## config.mk

```make
export PLATFORM = sky130hd
export DESIGN_NAME = trace_trigger_fifo_capture
export DESIGN_NICKNAME = d
export VERILOG_FILES = /design/src/rtl/trace_pkg.sv /design/src/rtl/trace_trigger_fifo_capture.sv
export SDC_FILE = /design/constraint.sdc
export NUM_CORES = 1
export LEC_CHECK = 0
export BUFFER_PORTS_ARGS = -buffer_cell sky130_fd_sc_hd__buf_2
export CAP_MARGIN = 5
export CELL_PAD_IN_SITES_DETAIL_PLACEMENT = 2
export CELL_PAD_IN_SITES_GLOBAL_PLACEMENT = 2
export CORE_MARGIN = 4
export CORE_UTILIZATION = 30
export CTS_BUF_LIST = sky130_fd_sc_hd__clkbuf_16
export CTS_CLUSTER_SIZE = 16
export DETAILED_ROUTE_END_ITERATION = 10
export GPL_ROUTABILITY_DRIVEN = 0
export PLACE_DENSITY = 0.74
export SYNTH_ARGS = -nofsm -noshare
export SYNTH_HDL_FRONTEND = slang
export SYNTH_SLANG_ARGS = --single-unit
```

## constraint.sdc

```tcl
create_clock -name clock -period 4.58 [get_ports clock]
set_input_delay 0.458 -clock clock [delete_from_list [all_inputs] [get_ports clock]]
set_output_delay 0.458 -clock clock [all_outputs]
set_load 0.1 [all_outputs]
```

## src/rtl/trace_pkg.sv

```systemverilog
`default_nettype none
package trace_pkg;

    // Register byte offsets on the APB.
    localparam logic [7:0] CONFIG_OFS = 8'h00;
    localparam logic [7:0] CONTROL_OFS = 8'h04;
    localparam logic [7:0] STATUS_OFS = 8'h08;
    localparam logic [7:0] COUNT_OFS = 8'h0C;
    localparam logic [7:0] FIFO_OFS = 8'h10;
    localparam logic [7:0] CMPA_OFS = 8'h14;
    localparam logic [7:0] CMPB_OFS = 8'h18;

    // Field positions in trigger_config_reg.
    localparam int CFG_BEGIN_BIT = 7;
    localparam int CFG_QUAL_BIT = 6;
    // Field positions in trace_control_reg.
    localparam int CTL_EN_BIT = 7;
    localparam int CTL_ARM_BIT = 6;
    localparam int CTL_TAG_BIT = 5;
    localparam int CTL_BRK_BIT = 4;
    // Field positions in trace_status_reg.
    localparam int STS_AF_BIT = 7;
    localparam int STS_BF_BIT = 6;
    localparam int STS_CF_BIT = 5;
    localparam int STS_ARMED_BIT = 0;

    // Widths and sizes.
    localparam int ADDR_W = 17;
    localparam int DATA_W = 8;
    localparam int DEPTH = 8;
    localparam int PTR_W = 3;
    localparam int CNT_W = 4;
    localparam logic [CNT_W-1:0] CNT_FULL = 4'h8;
    localparam logic [CNT_W-1:0] CNT_LAST = 4'h7;
    localparam logic [ADDR_W-1:0] BRANCH_BACK = 17'h00002;
    localparam logic [7:0] ZERO_BYTE = 8'h00;

    // Trigger modes kept by this block.
    typedef enum logic [3:0] {
        MODE_A_ONLY = 4'h0,
        MODE_EVENT_B = 4'h3,
        MODE_A_AND_NOT_B = 4'h6,
        MODE_INSIDE = 4'h7,
        MODE_OUTSIDE = 4'h8
    } trig_mode_e;

    // Capture states, Gray coded along idle, wait, capture, end.
    typedef enum logic [1:0] {
        ST_IDLE = 2'b00,
        ST_WAIT = 2'b01,
        ST_CAPT = 2'b11,
        ST_END = 2'b10
    } cap_state_e;

    // Signals from the CPU core, all on the core clock.
    typedef struct packed {
        logic [ADDR_W-1:0] addr;
        logic [DATA_W-1:0] data;
        logic valid;
        logic [1:0] cof;
        logic execValid;
        logic [ADDR_W-1:0] execAddr;
        logic matchC;
    } core_bus_s;

    // Break requests back to the core.
    typedef struct packed {
        logic forceReq;
        logic tag;
    } break_req_s;

endpackage : trace_pkg
`default_nettype wire

```

## src/rtl/trace_trigger_fifo_capture.sv

```systemverilog
// Notes on behaviour
// A-and-not-B: A on address, B on data; flags only when A hits, B misses.
// A-and-not-B: lone A hit or lone B miss sets no flag.
// Tag break in end run under A-and-not-B uses comparator A alone.
// Inside range: both flags when A <= address <= B, otherwise none.
// Outside range: A flag below A, B flag above B.
// End run without break fills buffer until trigger, CPU keeps running.
// End run with break: force at address trigger, tag at opcode trigger.
// Begin run starts filling at trigger; force break when buffer full.
// Break kind is ignored while CPU breaks are disabled.
// Controller should keep qualification equal to break kind in end runs.
// Controller should not pick tag break in begin runs.
// Trace buffer holds eight words, first in first out.
// Store flow addresses, or only event data in event-only modes.
// Event-only reads give zero high byte and zero extended byte.
// Destination indicator stores the current core address.
// Taken-branch indicator stores previous registered address minus two.
// Begin run stores nothing before trigger, then stays armed for 8 words.
// Begin capture in all modes; end capture not in event-only modes.
// End run stores while armed; trigger clears arm and stops storing.
// End run stores the triggering flow event itself.
// Arming clears comparator A, B and C flags.
// Begin run clears arm when the buffer becomes full.
// End run overwrites the oldest word once eight are held.
// With qualification, a match triggers only once the opcode executed.
// Write pointer wraps at eight, valid count saturates at eight.
//
// The placing of the registers and the APB slave port were chosen for this implementation.
`timescale 1ns/1ns
`default_nettype none
module trace_trigger_fifo_capture (
    input wire logic clock,
    input wire logic rst_b,
    input wire logic psel,
    input wire logic penable,
    input wire logic pwrite,
    input wire logic [7:0] paddr,
    input wire logic [31:0] pwdata,
    output logic [31:0] prdata,
    output logic pready,
    output logic pslverr,
    input wire trace_pkg::core_bus_s core,
    output var trace_pkg::break_req_s brk
);

    // Comparator flags for a given address and data under the chosen mode.
    function automatic logic [1:0] evalHits(
        input logic [3:0] mode,
        input logic [trace_pkg::ADDR_W-1:0] adr,
        input logic [trace_pkg::DATA_W-1:0] dat,
        input logic [trace_pkg::ADDR_W-1:0] cmpA,
        input logic [trace_pkg::ADDR_W-1:0] cmpB);
        logic [1:0] r;
        r = 2'b00;
        case (mode)
            trace_pkg::MODE_A_ONLY: r = {adr == cmpA, 1'b0};
            trace_pkg::MODE_EVENT_B: r = {1'b0, adr == cmpB};
            trace_pkg::MODE_A_AND_NOT_B: begin
                r = {2{(adr == cmpA) && (dat != cmpB[trace_pkg::DATA_W-1:0])}};
            end
            trace_pkg::MODE_INSIDE: r = {2{(adr >= cmpA) && (adr <= cmpB)}};
            trace_pkg::MODE_OUTSIDE: r = {adr < cmpA, adr > cmpB};
            default: r = 2'b00;
        endcase
        return r;
    endfunction : evalHits

    logic [7:0] cfgQ;
    logic enQ, tagQ, brkEnQ;
    logic aFlagQ, bFlagQ, cFlagQ;
    logic [trace_pkg::ADDR_W-1:0] cmpAQ, cmpBQ, prevAddrQ;
    logic [trace_pkg::ADDR_W-1:0] mem [trace_pkg::DEPTH];
    logic [trace_pkg::PTR_W-1:0] wrPtrQ, rdOffQ;
    logic [trace_pkg::CNT_W-1:0] cntQ;
    trace_pkg::cap_state_e stateQ, stateD;

    // APB decode: the write or read takes effect at the single access edge.
    logic accessEdge, wrEdge, rdEdge, armWrite;
    assign accessEdge = psel && penable && pready;
    assign wrEdge = accessEdge && pwrite;
    assign rdEdge = accessEdge && !pwrite;
    assign armWrite = wrEdge && (paddr == trace_pkg::CONTROL_OFS) &&
                      pwdata[trace_pkg::CTL_ARM_BIT] && pwdata[trace_pkg::CTL_EN_BIT];

    // Mode decode; event-only modes always run as begin captures.
    logic [3:0] mode;
    logic eventMode, beginRun, qualSel, armed;
    assign mode = cfgQ[3:0];
    assign eventMode = (mode == trace_pkg::MODE_EVENT_B);
    assign beginRun = cfgQ[trace_pkg::CFG_BEGIN_BIT] || eventMode;
    assign qualSel = cfgQ[trace_pkg::CFG_QUAL_BIT] && !eventMode;
    assign armed = (stateQ != trace_pkg::ST_IDLE);

    // Trigger evaluation on the bus cycle or on the executed opcode.
    logic [1:0] busHits, exeHits, hits;
    logic trig, tagHit;
    assign busHits = core.valid ?
        evalHits(mode, core.addr, core.data, cmpAQ, cmpBQ) : 2'b00;
    assign exeHits = core.execValid ?
        evalHits(mode, core.execAddr, core.data, cmpAQ, cmpBQ) : 2'b00;
    assign hits = qualSel ? exeHits : busHits;
    assign trig = armed && (|hits);
    // Tagging in A-and-not-B follows comparator A only, B is ignored.
    assign tagHit = (mode == trace_pkg::MODE_A_AND_NOT_B) ?
        (core.execValid && (core.execAddr == cmpAQ)) : (|exeHits);

    // What a store would write in this cycle.
    logic storeReq;
    logic [trace_pkg::ADDR_W-1:0] storeWord;
    always_comb begin
        storeReq = 1'b0;
        storeWord = core.addr;
        if (eventMode) begin
            storeReq = busHits[0];
            storeWord = {{(trace_pkg::ADDR_W-trace_pkg::DATA_W){1'b0}}, core.data};
        end else if (core.cof[1]) begin
            storeReq = 1'b1;
            storeWord = core.addr;
        end else if (core.cof[0]) begin
            storeReq = 1'b1;
            storeWord = prevAddrQ - trace_pkg::BRANCH_BACK;
        end
    end

    // Capture sequencing; the store enable follows from the state.
    logic doStore, full;
    always_comb begin
        stateD = stateQ;
        doStore = 1'b0;
        case (stateQ)
            trace_pkg::ST_IDLE: stateD = trace_pkg::ST_IDLE;
            trace_pkg::ST_WAIT: begin
                if (trig) begin
                    doStore = storeReq;
                    stateD = trace_pkg::ST_CAPT;
                end
            end
            trace_pkg::ST_CAPT: doStore = storeReq;
            trace_pkg::ST_END: begin
                doStore = storeReq;
                if (trig) begin
                    stateD = trace_pkg::ST_IDLE;
                end
            end
            default: stateD = trace_pkg::ST_IDLE;
        endcase
        full = doStore && (cntQ == trace_pkg::CNT_LAST) &&
               (stateQ == trace_pkg::ST_CAPT || stateQ == trace_pkg::ST_WAIT);
        if (full) begin
            stateD = trace_pkg::ST_IDLE;
        end
        if (wrEdge && paddr == trace_pkg::CONTROL_OFS) begin
            if (armWrite) begin
                stateD = beginRun ? trace_pkg::ST_WAIT : trace_pkg::ST_END;
            end else if (!pwdata[trace_pkg::CTL_ARM_BIT] || !pwdata[trace_pkg::CTL_EN_BIT]) begin
                stateD = trace_pkg::ST_IDLE;
            end
        end
    end

    // Capture state register.
    always_ff @(posedge clock) begin
        if (!rst_b) begin
            stateQ <= trace_pkg::ST_IDLE;
        end else begin
            stateQ <= stateD;
        end
    end

    // Address registered on every valid bus cycle, the base for taken-branch sources.
    always_ff @(posedge clock) begin
        if (!rst_b) begin
            prevAddrQ <= '0;
        end else if (core.valid) begin
            prevAddrQ <= core.addr;
        end
    end

    // Eight-word buffer; the pointer simply wraps so the oldest word is overwritten.
    always_ff @(posedge clock) begin
        if (!rst_b) begin
            wrPtrQ <= '0;
            cntQ <= '0;
        end else if (armWrite) begin
            wrPtrQ <= '0;
            cntQ <= '0;
        end else if (doStore) begin
            mem[wrPtrQ] <= storeWord;
            wrPtrQ <= wrPtrQ + 3'h1;
            if (cntQ != trace_pkg::CNT_FULL) begin
                cntQ <= cntQ + 4'h1;
            end
        end
    end

    // Readout offset advances only on reads while not armed, so an armed read
    // returns the oldest word without disturbing capture.
    logic [trace_pkg::PTR_W-1:0] oldest, rdIdx;
    assign oldest = (cntQ == trace_pkg::CNT_FULL) ? wrPtrQ : '0;
    assign rdIdx = oldest + rdOffQ;
    always_ff @(posedge clock) begin
        if (!rst_b) begin
            rdOffQ <= '0;
        end else if (armWrite) begin
            rdOffQ <= '0;
        end else if (rdEdge && paddr == trace_pkg::FIFO_OFS && !armed) begin
            rdOffQ <= rdOffQ + 3'h1;
        end
    end

    // Comparator flags; arming clears them, but a match in that cycle still sets if the block was already armed.
    always_ff @(posedge clock) begin
        if (!rst_b) begin
            aFlagQ <= 1'b0;
            bFlagQ <= 1'b0;
            cFlagQ <= 1'b0;
        end else begin
            aFlagQ <= (aFlagQ && !armWrite) || (trig && hits[1]);
            bFlagQ <= (bFlagQ && !armWrite) || (trig && hits[0]);
            cFlagQ <= (cFlagQ && !armWrite) || (armed && core.matchC);
        end
    end

    // Break requests are one-cycle pulses; none while breaks are disabled.
    always_ff @(posedge clock) begin
        if (!rst_b) begin
            brk <= '0;
        end else begin
            brk.forceReq <= brkEnQ && !tagQ && ((stateQ == trace_pkg::ST_END && trig && !qualSel) ||
                         full);
            brk.tag <= brkEnQ && tagQ && qualSel && stateQ == trace_pkg::ST_END &&
                       tagHit;
        end
    end

    // Software-written configuration.
    always_ff @(posedge clock) begin
        if (!rst_b) begin
            cfgQ <= trace_pkg::ZERO_BYTE;
            enQ <= 1'b0;
            tagQ <= 1'b0;
            brkEnQ <= 1'b0;
            cmpAQ <= '0;
            cmpBQ <= '0;
        end else if (wrEdge) begin
            case (paddr)
                trace_pkg::CONFIG_OFS: cfgQ <= pwdata[7:0];
                trace_pkg::CONTROL_OFS: begin
                    enQ <= pwdata[trace_pkg::CTL_EN_BIT];
                    tagQ <= pwdata[trace_pkg::CTL_TAG_BIT];
                    brkEnQ <= pwdata[trace_pkg::CTL_BRK_BIT];
                end
                trace_pkg::CMPA_OFS: cmpAQ <= pwdata[trace_pkg::ADDR_W-1:0];
                trace_pkg::CMPB_OFS: cmpBQ <= pwdata[trace_pkg::ADDR_W-1:0];
                default: cfgQ <= cfgQ;
            endcase
        end
    end

    // Read data mux, sampled at the setup edge for a registered answer.
    logic [31:0] rdMux;
    logic mapped;
    logic [trace_pkg::ADDR_W-1:0] fifoWord;
    assign fifoWord = mem[rdIdx];
    always_comb begin
        rdMux = '0;
        mapped = 1'b1;
        case (paddr)
            trace_pkg::CONFIG_OFS: rdMux[7:0] = cfgQ;
            trace_pkg::CONTROL_OFS: begin
                rdMux[trace_pkg::CTL_EN_BIT] = enQ;
                rdMux[trace_pkg::CTL_ARM_BIT] = armed;
                rdMux[trace_pkg::CTL_TAG_BIT] = tagQ;
                rdMux[trace_pkg::CTL_BRK_BIT] = brkEnQ;
            end
            trace_pkg::STATUS_OFS: begin
                rdMux[trace_pkg::STS_AF_BIT] = aFlagQ;
                rdMux[trace_pkg::STS_BF_BIT] = bFlagQ;
                rdMux[trace_pkg::STS_CF_BIT] = cFlagQ;
                rdMux[trace_pkg::STS_ARMED_BIT] = armed;
            end
            trace_pkg::COUNT_OFS: rdMux[trace_pkg::CNT_W-1:0] = cntQ;
            trace_pkg::FIFO_OFS: begin
                // Low, high and extended bytes; event data carries zeros above.
                rdMux[23:0] = eventMode ? {trace_pkg::ZERO_BYTE, trace_pkg::ZERO_BYTE, fifoWord[7:0]} :
                              {7'h00, fifoWord};
            end
            trace_pkg::CMPA_OFS: rdMux[trace_pkg::ADDR_W-1:0] = cmpAQ;
            trace_pkg::CMPB_OFS: rdMux[trace_pkg::ADDR_W-1:0] = cmpBQ;
            default: mapped = 1'b0;
        endcase
    end

    // One wait-free access phase: pready rises for exactly the first access cycle.
    always_ff @(posedge clock) begin
        if (!rst_b) begin
            pready <= 1'b0;
            pslverr <= 1'b0;
            prdata <= '0;
        end else begin
            pready <= psel && !penable;
            pslverr <= psel && !penable && !mapped;
            if (psel && !penable && !pwrite) begin
                prdata <= rdMux;
            end
        end
    end
endmodule : trace_trigger_fifo_capture
`default_nettype wire

```

==> results of run 1 <==
## registers in the layout (all words and copies together), names as in the netlist, 2 cells and up
signal,flops
mem,136
cmpAQ,17
cmpBQ,17
prdata,17
prevAddrQ,17
cfgQ,8
cntQ,4
rdOffQ,3
wrPtrQ,3
brk,2
stateQ,2
## kinds of logic (layout without fill, tap and decap cells)
group,after synthesis,after routing
DFF,234,234
AOI/OAI and AO/OA,224,224
xor gates and xnor gates,28,28
other,1,15
adders and majority gates,75,75
muxes,84,84
and+or+nand+nor,339,339
buffers and inverters,111,216
## path summary, 6_finish.rpt
path / startpoint / to / cells after the start
min: pwdata[11] / cmpAQ[11] / 3
max reg2reg: cmpAQ[12] / mem[0][3] / 13
min reg2reg: aFlagQ / aFlagQ / 2
max: cmpAQ[12] / mem[0][3] / 13
## cell usage after synthesis, drive strengths merged (22+ instances only)
| library cell | instances | share of area |
|---|---|---|
| ha | 74 | 0.075 |
| o21ai | 61 | 0.025 |
| nor2 | 42 | 0.013 |
| edfxtp | 136 | 0.33 |
| clkbuf | 40 | 0.013 |
| mux4 | 34 | 0.062 |
| nor2b | 44 | 0.022 |
| inv | 48 | 0.015 |
| a22oi | 22 | 0.013 |
| mux2i | 46 | 0.038 |
| nand2 | 138 | 0.042 |
| dfxtp | 98 | 0.16 |
| a21oi | 47 | 0.019 |
| a21boi | 35 | 0.021 |
| buf | 23 | 0.013 |
## metal layers
metal	wire length (um)	part of all wire	global-route usage	vias up
li1	-	-	-	4212
met1	18200	0.44	0.241	4683
met2	21200	0.51	0.333	171
met3	1380	0.033	0.0205	54
met4	918	0.022	0.0383	0
met5	0	0	0	-
## final cells by class
type | count | share of cell area
Inverter | 48 | 0.0128
Multi-Input combinational cell | 765 | 0.411
Sequential cell | 234 | 0.429
Clock buffer | 25 | 0.0444
Clock inverter | 21 | 0.00808
Tap cell | 525 | 0.0466
Timing Repair Buffer | 122 | 0.0486
## per-stage QoR
| step | std cells | cell area [um^2] | setup WS (ns) | hold slack (ns) |
|---|---|---|---|---|
| after floorplan | 1110 | 12300 | 0.430 | 0.417 |
| after CTS | 1740 | 14100 | 0.402 | 0.160 |
| final | 1740 | 14100 | 0.433 | 0.185 |
| after global routing | 1740 | 14100 | 0.123 | 0.176 |
| after detailed placement | 1694 | 13400 | 0.432 | 0.446 |
| after global placement | 1694 | 13400 | 0.603 | 0.441 |
## power breakdown
part	switching, uW	internal, uW
combinational	282	122
sequential	11.7	2250
clock	856	999
total	1150	3370
## worst max-delay path, cell delays in order (launching register included)
cell	delay, ns
dfxtp_1	0.40
inv_1	0.13
ha_1	0.33
nand4_1	0.24
nor4_1	0.12
a221oi_1	0.54
nand3_1	0.22
o22ai_1	0.27
a211oi_2	0.11
a211oi_4	0.32
o31ai_2	0.14
or3_4	0.42
nor3_2	0.13
buf_4	0.38
==> impl_metrics.yaml, run 1 <==
route:
  dr.pass1.iters: 5
  ant_nets: 0
  routedWlPerCell_um: 23.9
  vias: 9120
  drc: 0
  routed_wl_um: 41600
  via_per_inst: 5.24
  drtIter0Drc: 434
global_route:
  grt-ovfl-total: 0
  grtUsageTotal: 0.185
  antenna_found_initial: 0
  grt_max_degree: 60
  grt_pass1_wl_um: 63000
  first_global_vias: 9979
floorplanning:
  dieArea_um2: 44200
  core-area_um2: 40100
  io_pins: 128
  die_w_um: 210
  fp-row-count: 73
  die_h_um: 210
  start_util: 0.306
logic_synthesis:
  synth_top_family_by_area: "simple AND/OR/NAND/NOR gates"
  postSynth.asyncResetShare: 0
  ys.flop_type: "edfxtp_1"
  synth-xor-area-share: 0.0206
  ys_ff_latch: 234
  yosys.area_share.simple: 0.141
  synth_edf_count: 136
  ys_seq_area_frac: 0.493
  synth_mux_area_frac: 0.104
  avgSynthCellArea_um2: 11.2
  synth_cell_type_count: 79
  synth_compound_area_frac: 0.124
  syn_inst: 1096
  yosysWarnings: 0
  synth_fa_ha_area_frac: 0.0771
  synthesis.area_um2: 12300
final_layout:
  final_common_cell: "nand2_1"
  antenna_cells: 0
  utilization: 0.352
  multi_input_area_um2: 5790
  nets: 1363
  layout_common_cells: "nand2_1 (138), edfxtp_1 (136), dfxtp_1 (98), buf_2 (97), ha_1 (73)"
  drive_gt1_frac: 0.184
  regArea_um2: 6050
  fill_cells: 4283
  area_growth_pct: 14.9
clock_tree:
  cts_buffers: 25
  cts_root_buffer: "clkbuf_16"
  path_clk_slew_ns: 0.06
  insertion_delay_ns: 0.54
  postCtsSetupBuffers: 0
  cts_tree: "yes"
  cts_sinks: 234
  cts_max_path_buffers: 3
  htree_levels: 1
  cts_resized: 0
  cts_hold_buf: 0
sta:
  slew_viol_final: 0
  rsz0062_at_grt: "no"
  finalHoldViolations: 0
  tns_ns: 0
  period_share: 0.905
  min_period_ns: 4.15
  setup_viol: 0
  max_freq_mhz: 241
  slew_headroom: 0.204
  fin_worst_skew_ns: 0.0270
  tightest_slew_ns: 1.18
pwr:
  p_per_area_nw_per_um2: 321
  peakVddDrop_mv: 0.283
  power_leakage_uw: 0.00506
  totalPowerFinal_uw: 4520
worst_hold_path:
  min_path_type: "input pin to register"
setup_path:
  crit_type: "register to register"
  required_ns: 4.76
  critPathLaunchType: "register"
  worstPathArrival_ns: 4.32
  crit_path_max_fanout: 17
  r2r_setup_slack_ns: 0.43
  endpoint_kind: "register"
place:
  port_buffers: 97
  hpwl_um: 31200
outcome:
  status: "completed"
job:
  max_cap_violations: 0
Note: power is estimated with default switching activity, not from simulation.
==> run 2: changes to the inputs <==
--- a/config.mk
+++ b/config.mk
@@ -5,6 +5,7 @@
 export SDC_FILE = /design/constraint.sdc
 export NUM_CORES = 1
 export LEC_CHECK = 0
+export ABC_AREA = 1
 export BUFFER_PORTS_ARGS = -buffer_cell sky130_fd_sc_hd__buf_2
 export CAP_MARGIN = 5
 export CELL_PAD_IN_SITES_DETAIL_PLACEMENT = 2
@@ -15,7 +16,7 @@
 export CTS_CLUSTER_SIZE = 16
 export DETAILED_ROUTE_END_ITERATION = 10
 export GPL_ROUTABILITY_DRIVEN = 0
-export PLACE_DENSITY = 0.74
+export PLACE_DENSITY = 0.78
 export SYNTH_ARGS = -nofsm -noshare
 export SYNTH_HDL_FRONTEND = slang
 export SYNTH_SLANG_ARGS = --single-unit
==> impl_metrics.yaml, run 2 <==
outcome:
  status: "completed"
logic_synthesis:
  ys.flop_type: "edfxtp_1"
  avgSynthCellArea_um2: 8.82
  synthesis.area_um2: 12000
  synth_cell_type_count: 45
  syn_inst: 1360
  ys_seq_area_frac: 0.504
  postSynth.asyncResetShare: 0
  yosys.area.top_type: "edfxtp_1"
  yosysWarnings: 0
  synth.top_cells.by_area: "edfxtp_1 (34%), dfxtp_1 (16%), ha_1 (7.7%)"
  synth_common_cells: "nand2_1 (196), nor2_1 (176), o21ai_0 (171)"
  ys_ff_latch: 234
  synth.top_cell.area_share: 0.340
  yosysMostFrequentCell: "nand2_1"
  synth_edf_count: 136
place:
  place_inst: 1945
  place_area_um2: 13100
  hpwl_um: 32000
  dp_slack_ns: 0.720
  port_buffers: 97
pwr:
  p_per_area_nw_per_um2: 346
  power_leakage_uw: 0.00530
  peakVddDrop_mv: 0.227
clock_tree:
  postCtsSetupBuffers: 0
  cts_sinks: 234
  htree_levels: 1
  cts_resized: 0
  insertion_delay_ns: 0.57
  cts_root_buffer: "clkbuf_16"
  cts_max_path_buffers: 3
  cts_hold_buf: 0
  path_clk_slew_ns: 0.06
  cts_tree: "yes"
  cts_buffers: 27
floorplanning:
  fp-row-count: 72
  core-area_um2: 39100
  io_pins: 128
  start_util: 0.307
  dieArea_um2: 43300
  die_w_um: 208
  die_h_um: 208
job:
  max_cap_violations: 0
route:
  dr.pass1.iters: 4
  vias: 10518
  routed_wl_um: 44000
  drc: 0
  drtIter0Drc: 526
  ant_nets: 0
  via_per_inst: 5.27
  routedWlPerCell_um: 22.1
global_route:
  antenna_found_initial: 2
  grt-ovfl-total: 0
  grt_max_degree: 74
  first_global_vias: 11511
  grt_pass1_wl_um: 67200
  grtUsageTotal: 0.196
setup_path:
  worstPathArrival_ns: 4.30
  slowest_stage: "inv_1"
  path_cells: "inv_1, ha_1, nand3_1, nor2_1, ha_1, fa_1, inv_1, o21ai_0, o221ai_1, o211ai_1, o221ai_1, nand2_1, a21oi_1"
  required_ns: 5.06
  endpoint_kind: "register"
  crit_type: "register to register"
  critPathLaunchType: "register"
  crit_path_max_fanout: 27
  slowest_delay_ns: 0.70
final_layout:
  final_common_cell: "nand2_1"
  area_growth_pct: 16.1
  stdcell_area_um2: 13900
  stdcell_count: 1994
  fill_cells: 4469
  largest_reg_flops: 136
  regMostFlops: "mem"
  antenna_cells: 0
  nets: 1623
  drive_gt1_frac: 0.121
  layout_common_cells: "nand2_1 (196), nor2_1 (175), o21ai_0 (171), edfxtp_1 (136), inv_1 (129)"
sta:
  tns_ns: 0
  fin_ws_ns: 0.762
  tightest_slew_ns: 1.22
  setup_viol: 0
  fin_worst_skew_ns: 0.0183
  rsz0062_at_grt: "no"
  min_period_ns: 3.82
  finalHoldViolations: 0
  period_share: 0.834
  slew_headroom: 0.178
  slew_viol_final: 0
  max_freq_mhz: 262
worst_hold_path:
  min_path_type: "input pin to register"
## run 2: cell count changes after synthesis, moves of 11 or more
cell	change
nor2b_1	-44
a22oi_1	-22
o221ai_1	+31
nand3_1	+36
inv_1	+73
o21ai_1	-11
o21ai_0	+123
nor2_1	+134
a21boi_0	-35
mux4_2	-34
mux2i_1	-46
a21oi_1	+64
nand2_1	+58
## run 2: final cells by class
cell class | count | area (um^2) | share of cell area
clock buffer | 28 | 701 | 0.0503
clock inverter | 21 | 168 | 0.0120
inverter | 129 | 484 | 0.0348
multi-input combinational | 947 | 5240 | 0.376
sequential | 234 | 6050 | 0.434
tap | 518 | 648 | 0.0465
timing repair buffer | 117 | 636 | 0.0457
## run 2: logic make-up (layout without fill, tap and decap cells)
kind of cell | count (synthesis) | in the layout | synth area share
other | 1 | 15 | 0.000313
buffers and inverters | 193 | 295 | 0.0654
flip-flops | 234 | 234 | 0.504
adder cells (fa/ha/maj) | 75 | 75 | 0.0788
XOR/XNOR | 22 | 22 | 0.0161
AO/OA/AOI/OAI | 358 | 358 | 0.170
AND/OR/NAND/NOR | 477 | 477 | 0.166
## run 2: report_power, final
group          leakage [uW]  internal (uW)  switching [uW]
Sequential          0.00201           2250            11.2
Clock              0.000459           1230             915
Combinational       0.00282            104             301
## run 2: critical path: cells and delay by family (launching register included)
kind	cells	cell delay (ns)
AO/OA/AOI/OAI	5	1.14
buffers and inverters	2	0.82
AND/OR/NAND/NOR	3	0.64
flip-flops	1	0.34
adder cells (fa/ha/maj)	3	0.78
## run 2: per-layer routing
metal | part of all wire | global-route usage
met4 | 0.022 | 0.0473
met1 | 0.43 | 0.246
met2 | 0.52 | 0.360
met5 | 0.00073 | 0
met3 | 0.034 | 0.0244
## run 2: stage by stage
| stage | hold WS, ns | util | power (uW) |
|---|---|---|---|
| floorplan | 0.429 | - | 2570 |
| global placement | 0.447 | 0.334 | 2690 |
| detailed placement | 0.457 | 0.334 | 2710 |
| CTS | 0.152 | 0.356 | 4840 |
| global route | 0.158 | 0.356 | 4990 |
| finish | 0.167 | 0.356 | 4810 |
## run 2: worst paths after layout
| check | from | to | slack [ns] | depth (start not counted) |
|---|---|---|---|---|
| max | cntQ[0] | prdata[8] | 0.76 | 13 |
| min | core[0] | cFlagQ | 0.17 | 2 |
| max reg2reg | cntQ[0] | prdata[8] | 0.76 | 13 |
| min reg2reg | prdata[4] | prdata[4] | 0.46 | 2 |
==> run 3: changes to the inputs <==
--- a/config.mk
+++ b/config.mk
@@ -5,7 +5,7 @@
 export SDC_FILE = /design/constraint.sdc
 export NUM_CORES = 1
 export LEC_CHECK = 0
-export ABC_AREA = 1
+export ABC_AREA = 0
 export BUFFER_PORTS_ARGS = -buffer_cell sky130_fd_sc_hd__buf_2
 export CAP_MARGIN = 5
 export CELL_PAD_IN_SITES_DETAIL_PLACEMENT = 2
@@ -16,7 +16,7 @@
 export CTS_CLUSTER_SIZE = 16
 export DETAILED_ROUTE_END_ITERATION = 10
 export GPL_ROUTABILITY_DRIVEN = 0
-export PLACE_DENSITY = 0.78
+export PLACE_DENSITY = 0.76
 export SYNTH_ARGS = -nofsm -noshare
 export SYNTH_HDL_FRONTEND = slang
 export SYNTH_SLANG_ARGS = --single-unit
==> constraint.sdc (replaced) <==
create_clock -name clock -period 3.1 [get_ports clock]
set_input_delay 0.31 -clock clock [delete_from_list [all_inputs] [get_ports clock]]
set_output_delay 0.31 -clock clock [all_outputs]
set_load 0.1 [all_outputs]
==> impl_metrics.yaml, run 3 (same netlist as run 1, synthesis figures left out) <==
route:
  via_per_inst: 5.57
  ant_nets: 0
  vias: 10789
  routedWlPerCell_um: 30.1
  dr.pass1.iters: 5
  drtIter0Drc: 872
  routed_wl_um: 58200
  drc: 0
clock_tree:
  cts_buffers: 28
  cts_max_path_buffers: 3
  insertion_delay_ns: 0.60
  cts_sinks: 234
  path_clk_slew_ns: 0.07
  cts_root_buffer: "clkbuf_16"
  cts_tree: "yes"
  htree_levels: 1
floorplanning:
  io_pins: 128
  start_util: 0.306
  die_w_um: 210
  die_h_um: 210
  core-area_um2: 40100
  dieArea_um2: 44200
  fp-row-count: 73
sta:
  fin_ws_ns: -0.594
  setup_viol: 152
  finalHoldViolations: 0
  period_share: 1.19
  fin_worst_skew_ns: 0.0529
  whs_ns: 0.0618
  rsz0062_at_grt: "yes"
  slew_viol_final: 0
  slew_headroom: 0.195
  max_freq_mhz: 271
  tightest_slew_ns: 1.19
  min_period_ns: 3.69
setup_path:
  crit_type: "register to register"
  required_ns: 3.38
  worstPathArrival_ns: 3.97
  crit_path_max_fanout: 5
  critPathLaunchType: "register"
  endpoint_kind: "register"
global_route:
  antenna_found_initial: 0
  grtUsageTotal: 0.238
  grt-ovfl-total: 0
  first_global_vias: 11830
  grt_pass1_wl_um: 78600
  grt_max_degree: 87
place:
  port_buffers: 97
  hpwl_um: 36000
  place_inst: 1823
  dp_slack_ns: -0.643
final_layout:
  regArea_um2: 6080
  final_common_cell: "buf_4"
  stdcell_count: 1937
  drive_gt1_frac: 0.387
  multi_input_area_um2: 6510
  antenna_cells: 0
  fill_cells: 4068
  utilization: 0.423
  largest_reg_flops: 136
  layout_common_cells: "buf_4 (165), nand2_1 (137), edfxtp_1 (136), buf_2 (97), dfxtp_1 (76)"
  regMostFlops: "mem"
  nets: 1557
  area_growth_pct: 38.2
pwr:
  swShare: 0.254
  p_int_uw: 5930
  power_frac_clock: 0.479
  power_leakage_uw: 0.00631
  seq_power_share: 0.421
  power.switching_uw: 2010
  combPwrFrac: 0.100
  totalPowerFinal_uw: 7940
  p_per_area_nw_per_um2: 468
  peakVddDrop_mv: 0.409
worst_hold_path:
  min_path_type: "input pin to register"
outcome:
  status: "complete, but fails checks"
  violations: "negative setup slack"
job:
  max_cap_violations: 0
-- run 3: cell type report --
class / count / area share
clock inverter: 24 / 0.0208
sequential: 234 / 0.358
tap: 525 / 0.0387
multi-input combinational: 765 / 0.384
inverter: 48 / 0.0114
clock buffer: 28 / 0.0413
timing repair buffer: 313 / 0.145
-- run 3: power groups by stage --
stage               clock network [uW]  logic, uW  registers [uW]
detailed placement                   0        678            3410
floorplan                            0        365            3440
finish                            3800        797            3340
global placement                     0        637            3410
global route                      3980        834            3340
CTS                               3820        727            3340
-- run 3: what timing repair did --
item / CTS / global route
endpoints found under the hold margin: 14 / 0
setup endpoints to repair: 163 / 192
pin swaps: 41 / 41
gates resized for setup: 105 / 73
setup buffers: 35 / 18
hold buffers: 9 / 0
cloned: 4 / 0
-- run 3: path summary, 6_finish.rpt --
check           start         to  slack [ns]  cells past startpoint
min reg2reg    bFlagQ     bFlagQ        0.48                      2
max reg2reg  cmpAQ[8]  mem[0][0]       -0.59                     16
max          cmpAQ[8]  mem[0][0]       -0.59                     16
min              psel     pready        0.06                      2
-- run 3: critical path: stages (launching register included) --
cell,delay (ns)
dfxtp_2,0.37
inv_1,0.12
ha_4,0.30
nand4_1,0.21
nor3_2,0.35
buf_4,0.17
nand2_1,0.14
nor2_2,0.17
a211oi_2,0.07
buf_4,0.15
a21oi_2,0.13
o21a_1,0.22
o31ai_4,0.11
or3_4,0.39
nor3_4,0.18
buf_12,0.17
buf_12,0.13
-- run 3: stage by stage --
| step | setup TNS [ns] | instance area [um^2] |
|---|---|---|
| final | -71.29 | 17000 |
| after CTS | -30.10 | 16600 |
| after detailed placement | -74.35 | 14600 |
| after floorplan | -12.17 | 12500 |
| after global placement | -56.62 | 14600 |
| after global routing | -87.65 | 17000 |
-- run 3: metal layers --
| metal | vias to the layer above | track usage | wire [um] |
|---|---|---|---|
| met3 | 181 | 0.0330 | 3040 |
| met5 | - | 0 | 0 |
| met1 | 5555 | 0.281 | 21900 |
| met2 | 446 | 0.431 | 29800 |
| met4 | 0 | 0.103 | 3530 |
| li1 | 4607 | - | - |
